## src/hdl/fsp_defines.svh

```systemverilog
// constants for the fault status packer: framing characters, bit positions, counts
// assumes 7-bit ascii characters carried in the low bits of a byte
//
// Function
// - tx async field only when tx async
// - suppressed field still emits its comma
// - rx async field only when rx async
// - tx drop-insert field needs card and mode
// - rx drop-insert field needs card and mode
// - tx intermediate-rate field needs card, mode
// - rx intermediate-rate field needs card, mode
// - card-only fields need card installed
// - async-either field needs card, either async
// - drop-insert-either field needs card, either mode
// - fault query framed, reply framed with 17 chars
// - faults packed as bits in characters
// - fault bit one when present
// - char a: module fault, actual output state
// - char a low nibble: mod count 0..10
// - char b: synth, i, q, gain bits
// - char c: only bit six set
// - char d: demod fault, carrier detect
// - char d low nibble: demod count 0..10
// - char e: synth lock, i, q, error rate
// - char g: tx interface fault, count
`ifndef FSP_DEFINES_SVH
`define FSP_DEFINES_SVH

`define FSP_CH_START     8'h3c
`define FSP_CH_REPLY     8'h3e
`define FSP_CH_SLASH     8'h2f
`define FSP_CH_COMMA     8'h2c
`define FSP_CH_CR        8'h0d
`define FSP_CH_LF        8'h0a
`define FSP_CMD_STRING   40'h424353465f
`define FSP_CMD_LEN      3'h5
`define FSP_ADDR_LEN     2'h3
`define FSP_NUM_CHARS    17
`define FSP_AUX_CHARS    10
`define FSP_REPLY_LEN    5'h1d
`define FSP_FIRST_STAT   5'h0a
`define FSP_COUNT_MAX    4'ha
`define FSP_BIT_FIXED    6
`define FSP_BIT_5        5
`define FSP_BIT_4        4
`define FSP_BIT_3        3
`define FSP_BIT_2        2
`define FSP_BIT_1        1
`define FSP_BIT_0        0
`define FSP_CHAR_BASE    7'h40

`endif

```

## src/hdl/fsp_pkg.sv

```systemverilog
// types shared by the fault status packer modules
// assumes fsp_defines.svh for numeric constants
package fsp_pkg;

  typedef enum logic [1:0] {
    FSP_OVH_NONE,
    FSP_OVH_ASYNC,
    FSP_OVH_DROP_INSERT,
    FSP_OVH_INTERMEDIATE_RATE
  } fsp_ovh_t;

  typedef enum logic [3:0] {
    FSP_FC_ALWAYS,
    FSP_FC_TX_ASYNC,
    FSP_FC_RX_ASYNC,
    FSP_FC_TX_DROP_INSERT,
    FSP_FC_RX_DROP_INSERT,
    FSP_FC_TX_INTERMEDIATE_RATE,
    FSP_FC_RX_INTERMEDIATE_RATE,
    FSP_FC_CARD,
    FSP_FC_ANY_ASYNC,
    FSP_FC_ANY_DROP_INSERT
  } fsp_field_class_t;

  typedef struct packed {
    logic       mod_fault;
    logic       tx_out_on;
    logic [3:0] mod_count;
    logic       mod_if_synth;
    logic       mod_data_clk_synth;
    logic       mod_i_chan;
    logic       mod_q_chan;
    logic       mod_gain_level;
    logic       demod_fault;
    logic       carrier_detect;
    logic [3:0] demod_count;
    logic       demod_if_synth_lock;
    logic       demod_i_chan;
    logic       demod_q_chan;
    logic       demod_error_rate;
    logic       tx_if_fault;
    logic [3:0] tx_if_count;
    logic [59:0] aux;
  } fsp_faults_t;

  typedef logic [6:0] fsp_char_t;

endpackage : fsp_pkg

```

## src/hdl/fsp_fault_if.sv

```systemverilog
// carries live fault levels to the character packer and the packed characters back
// assumes both ends in the clk domain of the top module
`timescale 1ns/1ns
`include "fsp_defines.svh"
interface fsp_fault_if;
  import fsp_pkg::*;

  fsp_faults_t flt;
  fsp_char_t   chr [`FSP_NUM_CHARS];

  modport packer (input flt, output chr);
  modport user   (output flt, input chr);
endinterface : fsp_fault_if

```

## src/hdl/fsp_char_pack.sv

```systemverilog
// packs fault levels into the printable status characters of the consolidated reply
// assumes fault levels already synchronous to the top module clock
`timescale 1ns/1ns
`include "fsp_defines.svh"
module fsp_char_pack (
  // fault levels in, characters out
  fsp_fault_if.packer fi
);
  import fsp_pkg::*;

  // counts above the documented ceiling are clamped rather than wrapped
  function automatic logic [3:0] fsp_clamp(input logic [3:0] c);
    fsp_clamp = (c > `FSP_COUNT_MAX) ? `FSP_COUNT_MAX : c;
  endfunction : fsp_clamp

  function automatic fsp_char_t fsp_ch(input logic [5:0] bits);
    fsp_ch = `FSP_CHAR_BASE | {1'b0, bits};
  endfunction : fsp_ch

  always_comb begin
    // character a
    fi.chr[0] = fsp_ch({fi.flt.mod_fault, fi.flt.tx_out_on,
                        fsp_clamp(fi.flt.mod_count)});
    // character b, reserved bit four held low
    fi.chr[1] = fsp_ch({fi.flt.mod_if_synth, 1'b0,
                        fi.flt.mod_data_clk_synth,
                        fi.flt.mod_i_chan, fi.flt.mod_q_chan,
                        fi.flt.mod_gain_level});
    fi.chr[2] = fsp_ch(6'h00);
    fi.chr[3] = fsp_ch({fi.flt.demod_fault, fi.flt.carrier_detect,
                        fsp_clamp(fi.flt.demod_count)});
    fi.chr[4] = fsp_ch({fi.flt.demod_if_synth_lock, 1'b0,
                        fi.flt.demod_i_chan, fi.flt.demod_q_chan, 1'b0,
                        fi.flt.demod_error_rate});
    fi.chr[5] = fsp_ch(6'h00);
    fi.chr[6] = fsp_ch({fi.flt.tx_if_fault, 1'b0,
                        fsp_clamp(fi.flt.tx_if_count)});
    // later characters come from neighbouring status sources
    for (int i = 0; i < `FSP_AUX_CHARS; i++) begin
      fi.chr[7 + i] = fsp_ch(fi.flt.aux[6 * i +: 6]);
    end
  end

endmodule : fsp_char_pack

```

## src/hdl/fsp_top.sv

```systemverilog
// fault status packer: answers the consolidated fault query and gates
// conditional configuration fields on their way to the serial transmitter
// assumes rx bytes arrive one per rx_valid pulse; tx is valid/ready, held until taken
`timescale 1ns/1ns
`include "fsp_defines.svh"
module fsp_top (
  // clock and reset
  input  wire logic                      clk,
  input  wire logic                      sys_rst,
  // received command bytes
  input  wire logic                      rx_valid,
  input  wire logic [7:0]                rx_data,
  // own address, three characters, first in the top byte
  input  wire logic [23:0]               dev_addr,
  // response byte stream
  output logic                           tx_valid,
  output logic [7:0]                     tx_data,
  input  wire logic                      tx_ready,
  // configuration field stream from the controller
  input  wire logic                      cfg_valid,
  input  wire logic [7:0]                cfg_data,
  input  wire fsp_pkg::fsp_field_class_t cfg_class,
  output logic                           cfg_ready,
  output logic                           cfg_dropped,
  // overhead configuration and option card
  input  wire fsp_pkg::fsp_ovh_t         tx_ovh,
  input  wire fsp_pkg::fsp_ovh_t         rx_ovh,
  input  wire logic                      card_present,
  // fault levels
  input  wire logic                      mod_fault,
  input  wire logic                      tx_out_on,
  input  wire logic [3:0]                mod_count,
  input  wire logic                      mod_if_synth,
  input  wire logic                      mod_data_clk_synth,
  input  wire logic                      mod_i_chan,
  input  wire logic                      mod_q_chan,
  input  wire logic                      mod_gain_level,
  input  wire logic                      demod_fault,
  input  wire logic                      carrier_detect,
  input  wire logic [3:0]                demod_count,
  input  wire logic                      demod_if_synth_lock,
  input  wire logic                      demod_i_chan,
  input  wire logic                      demod_q_chan,
  input  wire logic                      demod_error_rate,
  input  wire logic                      tx_if_fault,
  input  wire logic [3:0]                tx_if_count,
  input  wire logic [59:0]               aux_fault,
  // status
  output logic                           reply_busy,
  output logic                           reply_done
);
  import fsp_pkg::*;

  typedef enum logic [2:0] {
    FSP_ST_IDLE,
    FSP_ST_ADDR,
    FSP_ST_CMD,
    FSP_ST_CR,
    FSP_ST_SEND
  } fsp_state_t;

  fsp_state_t  state;
  logic [2:0]  pos;
  logic        addr_ok;
  logic [4:0]  reply_idx;
  fsp_char_t   snap [`FSP_NUM_CHARS];
  logic        slot_free;
  logic        take_cfg;
  logic        start_reply;
  logic        load_reply;
  logic        last_reply;
  logic        cfg_pass;

  fsp_fault_if fi ();

  assign fi.flt.mod_fault           = mod_fault;
  assign fi.flt.tx_out_on           = tx_out_on;
  assign fi.flt.mod_count           = mod_count;
  assign fi.flt.mod_if_synth        = mod_if_synth;
  assign fi.flt.mod_data_clk_synth  = mod_data_clk_synth;
  assign fi.flt.mod_i_chan          = mod_i_chan;
  assign fi.flt.mod_q_chan          = mod_q_chan;
  assign fi.flt.mod_gain_level      = mod_gain_level;
  assign fi.flt.demod_fault         = demod_fault;
  assign fi.flt.carrier_detect      = carrier_detect;
  assign fi.flt.demod_count         = demod_count;
  assign fi.flt.demod_if_synth_lock = demod_if_synth_lock;
  assign fi.flt.demod_i_chan        = demod_i_chan;
  assign fi.flt.demod_q_chan        = demod_q_chan;
  assign fi.flt.demod_error_rate    = demod_error_rate;
  assign fi.flt.tx_if_fault         = tx_if_fault;
  assign fi.flt.tx_if_count         = tx_if_count;
  assign fi.flt.aux                 = aux_fault;

  fsp_char_pack u_pack (
    .fi (fi.packer)
  );

  // address character at position p, first character in the top byte
  function automatic logic [7:0] fsp_addr_char(input logic [23:0] a, input logic [2:0] p);
    unique case (p)
      3'h0:    fsp_addr_char = a[23:16];
      3'h1:    fsp_addr_char = a[15:8];
      3'h2:    fsp_addr_char = a[7:0];
      default: fsp_addr_char = 8'h00;
    endcase
  endfunction : fsp_addr_char

  function automatic logic [7:0] fsp_cmd_char(input logic [2:0] p);
    logic [39:0] s;
    s = `FSP_CMD_STRING;
    unique case (p)
      3'h0:    fsp_cmd_char = s[39:32];
      3'h1:    fsp_cmd_char = s[31:24];
      3'h2:    fsp_cmd_char = s[23:16];
      3'h3:    fsp_cmd_char = s[15:8];
      3'h4:    fsp_cmd_char = s[7:0];
      default: fsp_cmd_char = 8'h00;
    endcase
  endfunction : fsp_cmd_char

  // whether a field of the given class may show its value
  function automatic logic fsp_field_on(input fsp_field_class_t c, input fsp_ovh_t t,
                                        input fsp_ovh_t r, input logic card);
    unique case (c)
      FSP_FC_ALWAYS:               fsp_field_on = 1'b1;
      FSP_FC_TX_ASYNC:             fsp_field_on = (t == FSP_OVH_ASYNC);
      FSP_FC_RX_ASYNC:             fsp_field_on = (r == FSP_OVH_ASYNC);
      FSP_FC_TX_DROP_INSERT:       fsp_field_on = card && (t == FSP_OVH_DROP_INSERT);
      FSP_FC_RX_DROP_INSERT:       fsp_field_on = card && (r == FSP_OVH_DROP_INSERT);
      FSP_FC_TX_INTERMEDIATE_RATE: fsp_field_on = card && (t == FSP_OVH_INTERMEDIATE_RATE);
      FSP_FC_RX_INTERMEDIATE_RATE: fsp_field_on = card && (r == FSP_OVH_INTERMEDIATE_RATE);
      FSP_FC_CARD:                 fsp_field_on = card;
      FSP_FC_ANY_ASYNC:            fsp_field_on = card && (t == FSP_OVH_ASYNC ||
                                                           r == FSP_OVH_ASYNC);
      FSP_FC_ANY_DROP_INSERT:      fsp_field_on = card && (t == FSP_OVH_DROP_INSERT ||
                                                           r == FSP_OVH_DROP_INSERT);
      default:                     fsp_field_on = 1'b0;
    endcase
  endfunction : fsp_field_on

  // character at position i of the framed reply
  function automatic logic [7:0] fsp_reply_char(input logic [4:0] i, input logic [23:0] a,
                                                input fsp_char_t s [`FSP_NUM_CHARS]);
    logic [4:0] k;
    k = i - `FSP_FIRST_STAT;
    if (i == 5'h00) begin
      fsp_reply_char = `FSP_CH_REPLY;
    end else if (i <= 5'h03) begin
      fsp_reply_char = fsp_addr_char(a, 3'(i - 5'h01));
    end else if (i == 5'h04) begin
      fsp_reply_char = `FSP_CH_SLASH;
    end else if (i < `FSP_FIRST_STAT) begin
      fsp_reply_char = fsp_cmd_char(3'(i - 5'h05));
    end else if (k < 5'(`FSP_NUM_CHARS)) begin
      fsp_reply_char = {1'b0, s[k]};
    end else if (i == `FSP_REPLY_LEN - 5'h02) begin
      fsp_reply_char = `FSP_CH_CR;
    end else begin
      fsp_reply_char = `FSP_CH_LF;
    end
  endfunction : fsp_reply_char

  assign slot_free   = !tx_valid || tx_ready;
  assign load_reply  = (state == FSP_ST_SEND) && slot_free;
  assign last_reply  = load_reply && (reply_idx == `FSP_REPLY_LEN - 5'h01);
  assign start_reply = (state == FSP_ST_CR) && rx_valid && (rx_data == `FSP_CH_CR) && addr_ok;
  assign take_cfg    = cfg_valid && cfg_ready;
  // separators always go out so that field positions never shift
  assign cfg_pass    = (cfg_data == `FSP_CH_COMMA) ||
                       fsp_field_on(cfg_class, tx_ovh, rx_ovh, card_present);

  // query parser; bytes arriving during a reply are ignored
  always_ff @(posedge clk) begin
    if (sys_rst) begin
      state   <= FSP_ST_IDLE;
      pos     <= 3'h0;
      addr_ok <= 1'b0;
    end else if (state == FSP_ST_SEND) begin
      if (last_reply) begin
        state <= FSP_ST_IDLE;
      end
    end else if (rx_valid) begin
      if (rx_data == `FSP_CH_START) begin
        state   <= FSP_ST_ADDR;
        pos     <= 3'h0;
        addr_ok <= 1'b1;
      end else begin
        unique case (state)
          FSP_ST_IDLE: begin
            state <= FSP_ST_IDLE;
          end
          FSP_ST_ADDR: begin
            addr_ok <= addr_ok && (rx_data == fsp_addr_char(dev_addr, pos));
            if (pos == 3'(`FSP_ADDR_LEN - 2'h1)) begin
              state <= FSP_ST_CMD;
              pos   <= 3'h0;
            end else begin
              pos <= pos + 3'h1;
            end
          end
          FSP_ST_CMD: begin
            if (rx_data != fsp_cmd_char(pos)) begin
              state <= FSP_ST_IDLE;
            end else if (pos == `FSP_CMD_LEN - 3'h1) begin
              state <= FSP_ST_CR;
            end else begin
              pos <= pos + 3'h1;
            end
          end
          FSP_ST_CR: begin
            // wrong address still parses but gets no answer
            state <= start_reply ? FSP_ST_SEND : FSP_ST_IDLE;
          end
          FSP_ST_SEND: begin
            state <= FSP_ST_SEND;
          end
        endcase
      end
    end
  end

  // status captured once so a reply is self-consistent even if faults move
  always_ff @(posedge clk) begin
    if (sys_rst) begin
      for (int i = 0; i < `FSP_NUM_CHARS; i++) begin
        snap[i] <= `FSP_CHAR_BASE;
      end
    end else if (start_reply) begin
      for (int i = 0; i < `FSP_NUM_CHARS; i++) begin
        snap[i] <= fi.chr[i];
      end
    end
  end

  always_ff @(posedge clk) begin
    if (sys_rst) begin
      reply_idx <= 5'h00;
    end else if (start_reply) begin
      reply_idx <= 5'h00;
    end else if (load_reply) begin
      reply_idx <= reply_idx + 5'h01;
    end
  end

  // output byte register shared by reply and configuration fields
  always_ff @(posedge clk) begin
    if (sys_rst) begin
      tx_valid <= 1'b0;
      tx_data  <= 8'h00;
    end else if (load_reply) begin
      tx_valid <= 1'b1;
      tx_data  <= fsp_reply_char(reply_idx, dev_addr, snap);
    end else if (take_cfg && cfg_pass) begin
      tx_valid <= 1'b1;
      tx_data  <= cfg_data;
    end else if (tx_ready) begin
      tx_valid <= 1'b0;
    end
  end

  // ready only when the output register is sure to be empty next cycle;
  // costs one idle cycle per field but keeps the ready a plain flop
  always_ff @(posedge clk) begin
    if (sys_rst) begin
      cfg_ready <= 1'b0;
    end else begin
      cfg_ready <= (state != FSP_ST_SEND) && !start_reply && !take_cfg &&
                   (!tx_valid || tx_ready);
    end
  end

  always_ff @(posedge clk) begin
    if (sys_rst) begin
      cfg_dropped <= 1'b0;
    end else begin
      cfg_dropped <= take_cfg && !cfg_pass;
    end
  end

  always_ff @(posedge clk) begin
    if (sys_rst) begin
      reply_busy <= 1'b0;
      reply_done <= 1'b0;
    end else begin
      reply_busy <= start_reply || ((state == FSP_ST_SEND) && !last_reply);
      reply_done <= last_reply;
    end
  end

endmodule : fsp_top

```

## config.mk

```make
export PLATFORM = sky130hd
export DESIGN_NAME = fsp_top
export DESIGN_NICKNAME = d
export VERILOG_FILES = /design/src/hdl/fsp_pkg.sv /design/src/hdl/fsp_fault_if.sv /design/src/hdl/fsp_char_pack.sv /design/src/hdl/fsp_top.sv
export VERILOG_INCLUDE_DIRS = /design/src /design/src/hdl
export SDC_FILE = /design/constraint.sdc
export NUM_CORES = 1
export LEC_CHECK = 0
export ABC_AREA = 1
export BUFFER_PORTS_ARGS = -buffer_cell sky130_fd_sc_hd__buf_2
export CAP_MARGIN = 20
export CELL_PAD_IN_SITES_DETAIL_PLACEMENT = 0
export CELL_PAD_IN_SITES_GLOBAL_PLACEMENT = 2
export CORE_MARGIN = 2
export CORE_UTILIZATION = 25
export DETAILED_ROUTE_END_ITERATION = 8
export MAX_ROUTING_LAYER = met4
export PLACE_DENSITY_LB_ADDON = 0.08
export SLEW_MARGIN = 20
export SYNTH_ARGS = -nofsm -noshare
export SYNTH_HDL_FRONTEND = slang
export SYNTH_SLANG_ARGS = --single-unit
```

## constraint.sdc

```tcl
create_clock -name clk -period 4.45 [get_ports clk]
set_input_delay 0.89 -clock clk [delete_from_list [all_inputs] [get_ports clk]]
set_output_delay 0.89 -clock clk [all_outputs]
set_load 0.05 [all_outputs]
```

# Yosys cells after proc, flatten, opt, wreduce, memory -nomap -nowiden
# Cells that the tools add are included.
[word_totals]
regBits = 111
latch_bits = 0
mem_count = 0
ram_bits = 0
mem_bits_ro = 0
wordCells = 174
[classes]
mul = 0
n_addsub = 5
n_reduce_logical = 44
div = 0
n_bitwise = 2
mux = 48
n_eq_ne = 43
shifts = 0
order_cmp = 7
[ops]
columns = ["op", "n"]
rows = [
  ["$mux W8", 16],
  ["$pmux W7 S5", 2],
  ["$pmux W8 S3", 2],
  ["$mux W3", 13],
  ["$bmux W7 S5", 1],
  ["$eq A3 B2 Y1 const B", 7],
  ["$mux W7", 3],
  ["$logic_and A1 B1 Y1", 19],
  ["$eq A4 B3 Y1 const B", 4],
  ["$eq A8 B6 Y1 const B", 2],
  ["$eq A3 B1 Y1 const B", 4],
  ["$gt A4 B4 Y1 const B", 3],
  ["$logic_not A3 Y1", 4],
  ["$mux W4", 3],
  ["$pmux W3 S4", 1],
  ["$eq A5 B5 Y1 const B", 2],
  ["$pmux W1 S10", 1],
  ["$eq A3 B3 Y1 const B", 3],
  ["$ne A3 B3 Y1 const B", 3],
  ["$eq A2 B2 Y1 const B", 4],
  ["$eq A4 B2 Y1 const B", 2],
  ["$eq A4 B4 Y1 const B", 2],
  ["$eq A8 B4 Y1 const B", 1],
  ["$eq A8 B8 Y1", 1],
  ["other kinds (30)", 46],
]

# Longest topological paths before layout
[depth]
depth_word = 13
mapped_depth = 19
mapped_depth_nobuf = 17

# Modules after synthesis
# From an unflattened synthesis, not the netlist that was laid out.
[unflattened]
cells_unflattened = 1322
area_unflattened_um2 = 8594.5
[by_module_without_submodules]
columns = ["module", "seq_area_each_um2", "n_inst", "cells_per_inst", "area_each_um2"]
rows = [
  ["fsp_top", 2882.8, 1, 1189, 7667.4],
  ["fsp_char_pack", 0.0, 1, 133, 927.1],
]

# Worst setup path before layout
# No wires, ideal clock.
[synth_path]
path_kind = "register -> register"
from = "register reply_idx[1]"
to = "register tx_data[3]"
slack_ns = 2.237
synth_period_minus_slack_ns = 2.213
arrival_ns = 2.143
t_required_ns = 4.380
n_path_buf = 3
stages_incl_launch_ff = 19
setup_time_ns = 0.070
path_cell_list = "dfxtp_1 > buf_4 > inv_4 > buf_2 > ha_1 > buf_2 > nor2_2 > inv_1 > o21ai_1 > nand2_1 > nor2_1 > nor2_1 > nand3_1 > nand2_1 > nand2_1 > nand2_1 > nand2_1 > nand2_1 > a21oi_1"
[synth_via]
elab_chain_len = 11
[synth_lines]
columns = ["item", "line", "text"]
rows = [
  ["from (decl)", "fsp_top.sv:65", "logic [4:0] reply_idx;"],
  ["from (signal assigned)", "fsp_top.sv:242", "reply_idx <= reply_idx + 5'h01;"],
  ["$sub A5 B4 Y5 (no source line)", "--", ""],
  ["$not A5 Y6 (implied by the code)", "fsp_top.sv:156", "fsp_reply_char = {1'b0, s[k]};"],
  ["$bmux W7 S5", "fsp_top.sv:156", ""],
  ["$mux W7 (implied by the code) (2 in series)", "fsp_top.sv:156", ""],
  ["$mux W7", "fsp_top.sv:155", "end else if (k < 5'(`FSP_NUM_CHARS)) begin"],
  ["$mux W8", "fsp_top.sv:153", "end else if (i < `FSP_FIRST_STAT) begin"],
  ["$mux W8", "fsp_top.sv:151", "end else if (i == 5'h04) begin"],
  ["$mux W8", "fsp_top.sv:149", "end else if (i <= 5'h03) begin"],
  ["$mux W8 (*)", "fsp_top.sv:147", "if (i == 5'h00) begin"],
  ["$mux W8 (*)", "fsp_top.sv:251", "end else if (load_reply) begin"],
  ["to (signal assigned)", "fsp_top.sv:253", "tx_data <= fsp_reply_char(reply_idx, dev_addr, snap);"],
  ["to (signal assigned)", "fsp_top.sv:256", "tx_data <= cfg_data;"],
  ["to (decl)", "fsp_top.sv:17", "output logic [7:0] tx_data,"],
]
# Mark *: on every way between the ends. The rest lies on a longest branch, timed or not. The select of a mux whose other input is x is not followed.
# A chain may end at the register's enable or synchronous reset.

# Worst setup path after layout
[layout_path]
from = "register reply_idx[2]"
to = "register tx_data[0]"
# Same word-level chain as after synthesis.

==> flow_results.xml <==
<?xml version="1.0" encoding="UTF-8"?>
<metrics>
  <group name="setup_path">
    <metric name="cp.required" unit="ps">4750</metric>
    <metric name="cp-startpoint" unit="">reply_idx[2]</metric>
    <metric name="crit_path_max_fanout" unit="">17</metric>
    <metric name="reg2reg_to" unit="">tx_data[0]</metric>
    <metric name="path_delay_family" unit="">adder cells</metric>
    <metric name="cp.depth" unit="">14</metric>
    <metric name="cp.arrival" unit="ps">3160</metric>
    <metric name="reg2regPathDepth" unit="">14</metric>
    <metric name="critical-path-slowest-cell" unit="">ha_1</metric>
    <metric name="worst_path_bufs_invs" unit="">3</metric>
    <metric name="critPathLaunchType" unit="">register</metric>
    <metric name="timing.critical_path.slowest_cell_delay" unit="ps">720</metric>
    <metric name="critical_path.endpoint_type" unit="">register</metric>
    <metric name="endpoint" unit="">tx_data[0]</metric>
    <metric name="critPathMostFrequentCell" unit="">nand2_1</metric>
    <metric name="critical_path.reg2reg.startpoint" unit="">reply_idx[2]</metric>
    <metric name="worst-r2r-setup-slack" unit="ps">1580</metric>
    <metric name="path_class" unit="">reg -&gt; reg</metric>
    <metric name="critical_path.cell_chain" unit="">inv_2 &gt; ha_1 &gt; inv_2 &gt; nand2_1 &gt; inv_1 &gt; o211ai_1 &gt; nand3_1 &gt; a21oi_1 &gt; o21ai_1 &gt; nand2_1 &gt; nand2_1 &gt; nand2_1 &gt; nand2_1 &gt; a21oi_1</metric>
  </group>
  <group name="logic_synthesis">
    <metric name="yosys-top-cells-area" unit="">dfxtp_1 34%, nand2_1 13%, nand3_1 9.2%</metric>
    <metric name="mappedNetlistNets" unit="">1159</metric>
    <metric name="most_used_flip_flop_cell_after_synthesis" unit="">dfxtp_1</metric>
    <metric name="synth_top_area_share" unit="">0.343</metric>
    <metric name="synth_sequential_area_ratio" unit="">0.343</metric>
    <metric name="synth_edf_count" unit="">0</metric>
    <metric name="synth_area_leader_cell" unit="">dfxtp_1</metric>
    <metric name="synth.lib_cells_used.distinct" unit="">44</metric>
    <metric name="synthesis.yosys.warnings" unit="">0</metric>
    <metric name="postSynth.asyncResetShare" unit="">0</metric>
    <metric name="post_synth_inst_count" unit="">1005</metric>
    <metric name="netlist_area" unit="um^2">6480</metric>
    <metric name="ys_seq_elements" unit="">111</metric>
    <metric name="synth.avg_cell_area" unit="um^2">6.45</metric>
  </group>
  <group name="clock_tree">
    <metric name="cts.repair.resized" unit="">0</metric>
    <metric name="clock_sink_count" unit="">111</metric>
    <metric name="numCtsBuffers" unit="">9</metric>
    <metric name="insertion_delay" unit="ps">370</metric>
    <metric name="post_cts_buffers" unit="">0</metric>
    <metric name="cts-htree-levels" unit="">3</metric>
    <metric name="cts_tree" unit="">yes</metric>
    <metric name="cts_buffer_depth" unit="">2</metric>
    <metric name="clockRootBuffer" unit="">clkbuf_16</metric>
    <metric name="cts-hold-fix-buffers" unit="">0</metric>
    <metric name="clkSlewWorstSetupHoldPaths" unit="ps">90</metric>
  </group>
  <group name="route">
    <metric name="avgViaCountPerCell" unit="">4.50</metric>
    <metric name="drt_iter0_drc" unit="">386</metric>
    <metric name="post_drt_wl_per_cell" unit="um">15.4</metric>
    <metric name="vias" unit="">6596</metric>
    <metric name="drt_pre_antenna_iters" unit="">5</metric>
    <metric name="detail_route.drc_violations" unit="">0</metric>
    <metric name="routed_wirelength" unit="um">22600</metric>
    <metric name="ant_nets" unit="">0</metric>
  </group>
  <group name="finish">
    <metric name="multi_input_area" unit="um^2">3480</metric>
    <metric name="register_area" unit="um^2">2220</metric>
    <metric name="layout-area-overhead-vs-synth" unit="%">21.0</metric>
    <metric name="num-fill-cells" unit="">2933</metric>
    <metric name="final_std_cells_w_o_fill" unit="">1467</metric>
    <metric name="antenna_cells" unit="">0</metric>
    <metric name="finish.net_count" unit="">1286</metric>
    <metric name="drive_gt1_frac" unit="">0.199</metric>
    <metric name="utilization" unit="">0.310</metric>
  </group>
  <group name="timing">
    <metric name="finalWorstPathRequiredPeriod" unit="ps">2870</metric>
    <metric name="clock_skews" unit="ps">10.1</metric>
    <metric name="finalSetupTns" unit="ps">0</metric>
    <metric name="fmax" unit="MHz">349</metric>
    <metric name="report.final.hold_viol_count" unit="">0</metric>
    <metric name="timing_worst_slew_pin_value" unit="ps">776</metric>
    <metric name="max_slew_violations" unit="">0</metric>
    <metric name="relSlewSlack" unit="">0.483</metric>
    <metric name="grt_setup_unrepaired" unit="">no</metric>
    <metric name="layout_worst_path_cycle_share" unit="">0.644</metric>
    <metric name="setup_viol" unit="">0</metric>
  </group>
  <group name="power_and_ir_drop">
    <metric name="leakage" unit="nW">3.61</metric>
    <metric name="power_density" unit="nW/um^2">299</metric>
    <metric name="vdd_drop_max" unit="mV">0.143</metric>
  </group>
  <group name="grt">
    <metric name="grt_overflow_total" unit="">0</metric>
    <metric name="grt_start_max_net_pins" unit="">81</metric>
    <metric name="first_global_vias" unit="">6481</metric>
    <metric name="grt_pass1_wl" unit="um">35400</metric>
    <metric name="antenna_found_initial" unit="">0</metric>
    <metric name="groute.usage.overall" unit="">0.174</metric>
  </group>
  <group name="floorplan">
    <metric name="placement_rows" unit="">58</metric>
    <metric name="boundaryPins" unit="">153</metric>
    <metric name="floorplan.initialDensity" unit="">0.256</metric>
    <metric name="die_footprint" unit="um^2">27200</metric>
    <metric name="fp.dieW" unit="um">165</metric>
    <metric name="die_h" unit="um">165</metric>
    <metric name="placeableCoreArea" unit="um^2">25300</metric>
  </group>
  <group name="placement">
    <metric name="dp.cells" unit="">1451</metric>
    <metric name="detailed_place_hpwl" unit="um">17100</metric>
    <metric name="io_buffers" unit="">152</metric>
    <metric name="finalWeightedCongestion" unit="">0.807</metric>
  </group>
  <group name="flow_run">
    <metric name="maxCapViolations" unit="">0</metric>
  </group>
  <group name="outcome">
    <metric name="status" unit="">finished, final reports clean</metric>
  </group>
  <group name="min_path">
    <metric name="hold_path_class" unit="">reg -&gt; reg</metric>
  </group>
</metrics>
==> synthesized netlist by cell type, types with 2 or more instances <==
library cell	number
inv_4	3
xnor2_1	2
o21ai_0	113
or2_2	3
buf_4	3
inv_2	11
inv_1	138
nor2_1	56
a21oi_1	65
buf_6	3
nand3_2	4
nor2_2	11
a31oi_1	2
dfxtp_1	111
xor2_1	8
nor3_1	11
buf_2	8
nand2_2	8
o22ai_1	5
buf_1	2
o211ai_1	12
nor3b_1	2
nand3_1	119
clkbuf_1	27
nand4_1	8
ha_1	14
nor4_1	2
nand2_1	224
nor2_4	2
o21ai_1	13
o21ai_2	2
==> worst min path at each step <==
stage / slack (ps) / from / to / depth (start not counted)
2_1_floorplan: 420 / snap[63] / snap[63] / 2
3_3_place_gp: 440 / snap[60] / snap[60] / 2
3_5_place_dp: 450 / snap[30] / snap[30] / 2
4_1_cts: 460 / snap[30] / snap[30] / 2
5_1_grt: 480 / snap[63] / snap[63] / 2
6_report: 460 / snap[46] / snap[46] / 2
==> sequential cells by signal, summed over array words and instances (netlist names) <==
name / cells
tx_valid: 1
pos: 3
cfg_ready: 1
cfg_dropped: 1
reply_busy: 1
state: 3
reply_idx: 5
snap: 86
addr_ok: 1
reply_done: 1
tx_data: 8
==> metal layers <==
| metal | part of all wire | vias to the layer above | GRT usage | wire length [um] |
|---|---|---|---|---|
| met2 | 0.45 | 138 | 0.275 | 10200 |
| met3 | 0.044 | 9 | 0.0237 | 993 |
| met1 | 0.50 | 2942 | 0.239 | 11300 |
| li1 | - | 3507 | - | - |
| met5 | 0 | - | - | 0 |
| met4 | 0.0070 | 0 | 0.0336 | 158 |
==> through the flow <==
step | hold WS (ps) | instance area [um^2] | total power, mW | setup WS, ps
2_1_floorplan | 425 | 6480 | 1.30 | 2240
3_3_place_gp | 440 | 7510 | 1.46 | 1340
3_5_place_dp | 445 | 7510 | 1.45 | 1260
4_1_cts | 458 | 7850 | 2.38 | 1540
5_1_grt | 478 | 7850 | 2.47 | 1290
6_report | 455 | 7850 | 2.34 | 1580
==> power breakdown <==
group	internal, mW	switching [mW]	total [mW]
clock	0.464	0.457	0.921
sequential	1.01	0.0105	1.02
combinational	0.137	0.267	0.403
==> cell families after synthesis <==
group / Yosys count / synth area share
and+or+nand+nor: 455 / 0.315
xor gates and xnor gates: 10 / 0.0135
adders and majority gates: 14 / 0.0270
buffers and inverters: 196 / 0.121
DFF: 111 / 0.343
AOI/OAI and AO/OA: 219 / 0.180
==> layout by cell type, fill, tap and decap left out, drive strengths merged, types with 2 or more instances in the layout <==
cell	n
nand4	8
nor4	3
inv	157
or2	3
a31oi	2
nor3	11
clkbuf	9
clkinv	2
o211ai	12
a21oi	66
nand2	233
nand3	123
xor2	8
o22ai	5
o21ai	128
ha	14
buf	159
nor3b	2
dfxtp	111
nor2	70
xnor2	2
==> worst reg2reg max path, cell delays in order, from the launching register on <==
cell	delay, ps
dfxtp_1	510
inv_2	130
ha_1	720
inv_2	250
nand2_1	200
inv_1	80
o211ai_1	90
nand3_1	110
a21oi_1	200
o21ai_1	90
nand2_1	70
nand2_1	70
nand2_1	90
nand2_1	60
a21oi_1	120
==> area by class of cell <==
| type | count | area share |
|---|---|---|
| multi-input combinational | 698 | 0.444 |
| sequential | 111 | 0.283 |
| timing repair buffer | 159 | 0.104 |
| inverter | 153 | 0.0742 |
| tap | 330 | 0.0526 |
| clock buffer | 9 | 0.0287 |
| clock inverter | 7 | 0.0137 |
No activity file was read; power rests on OpenSTA's default activity.
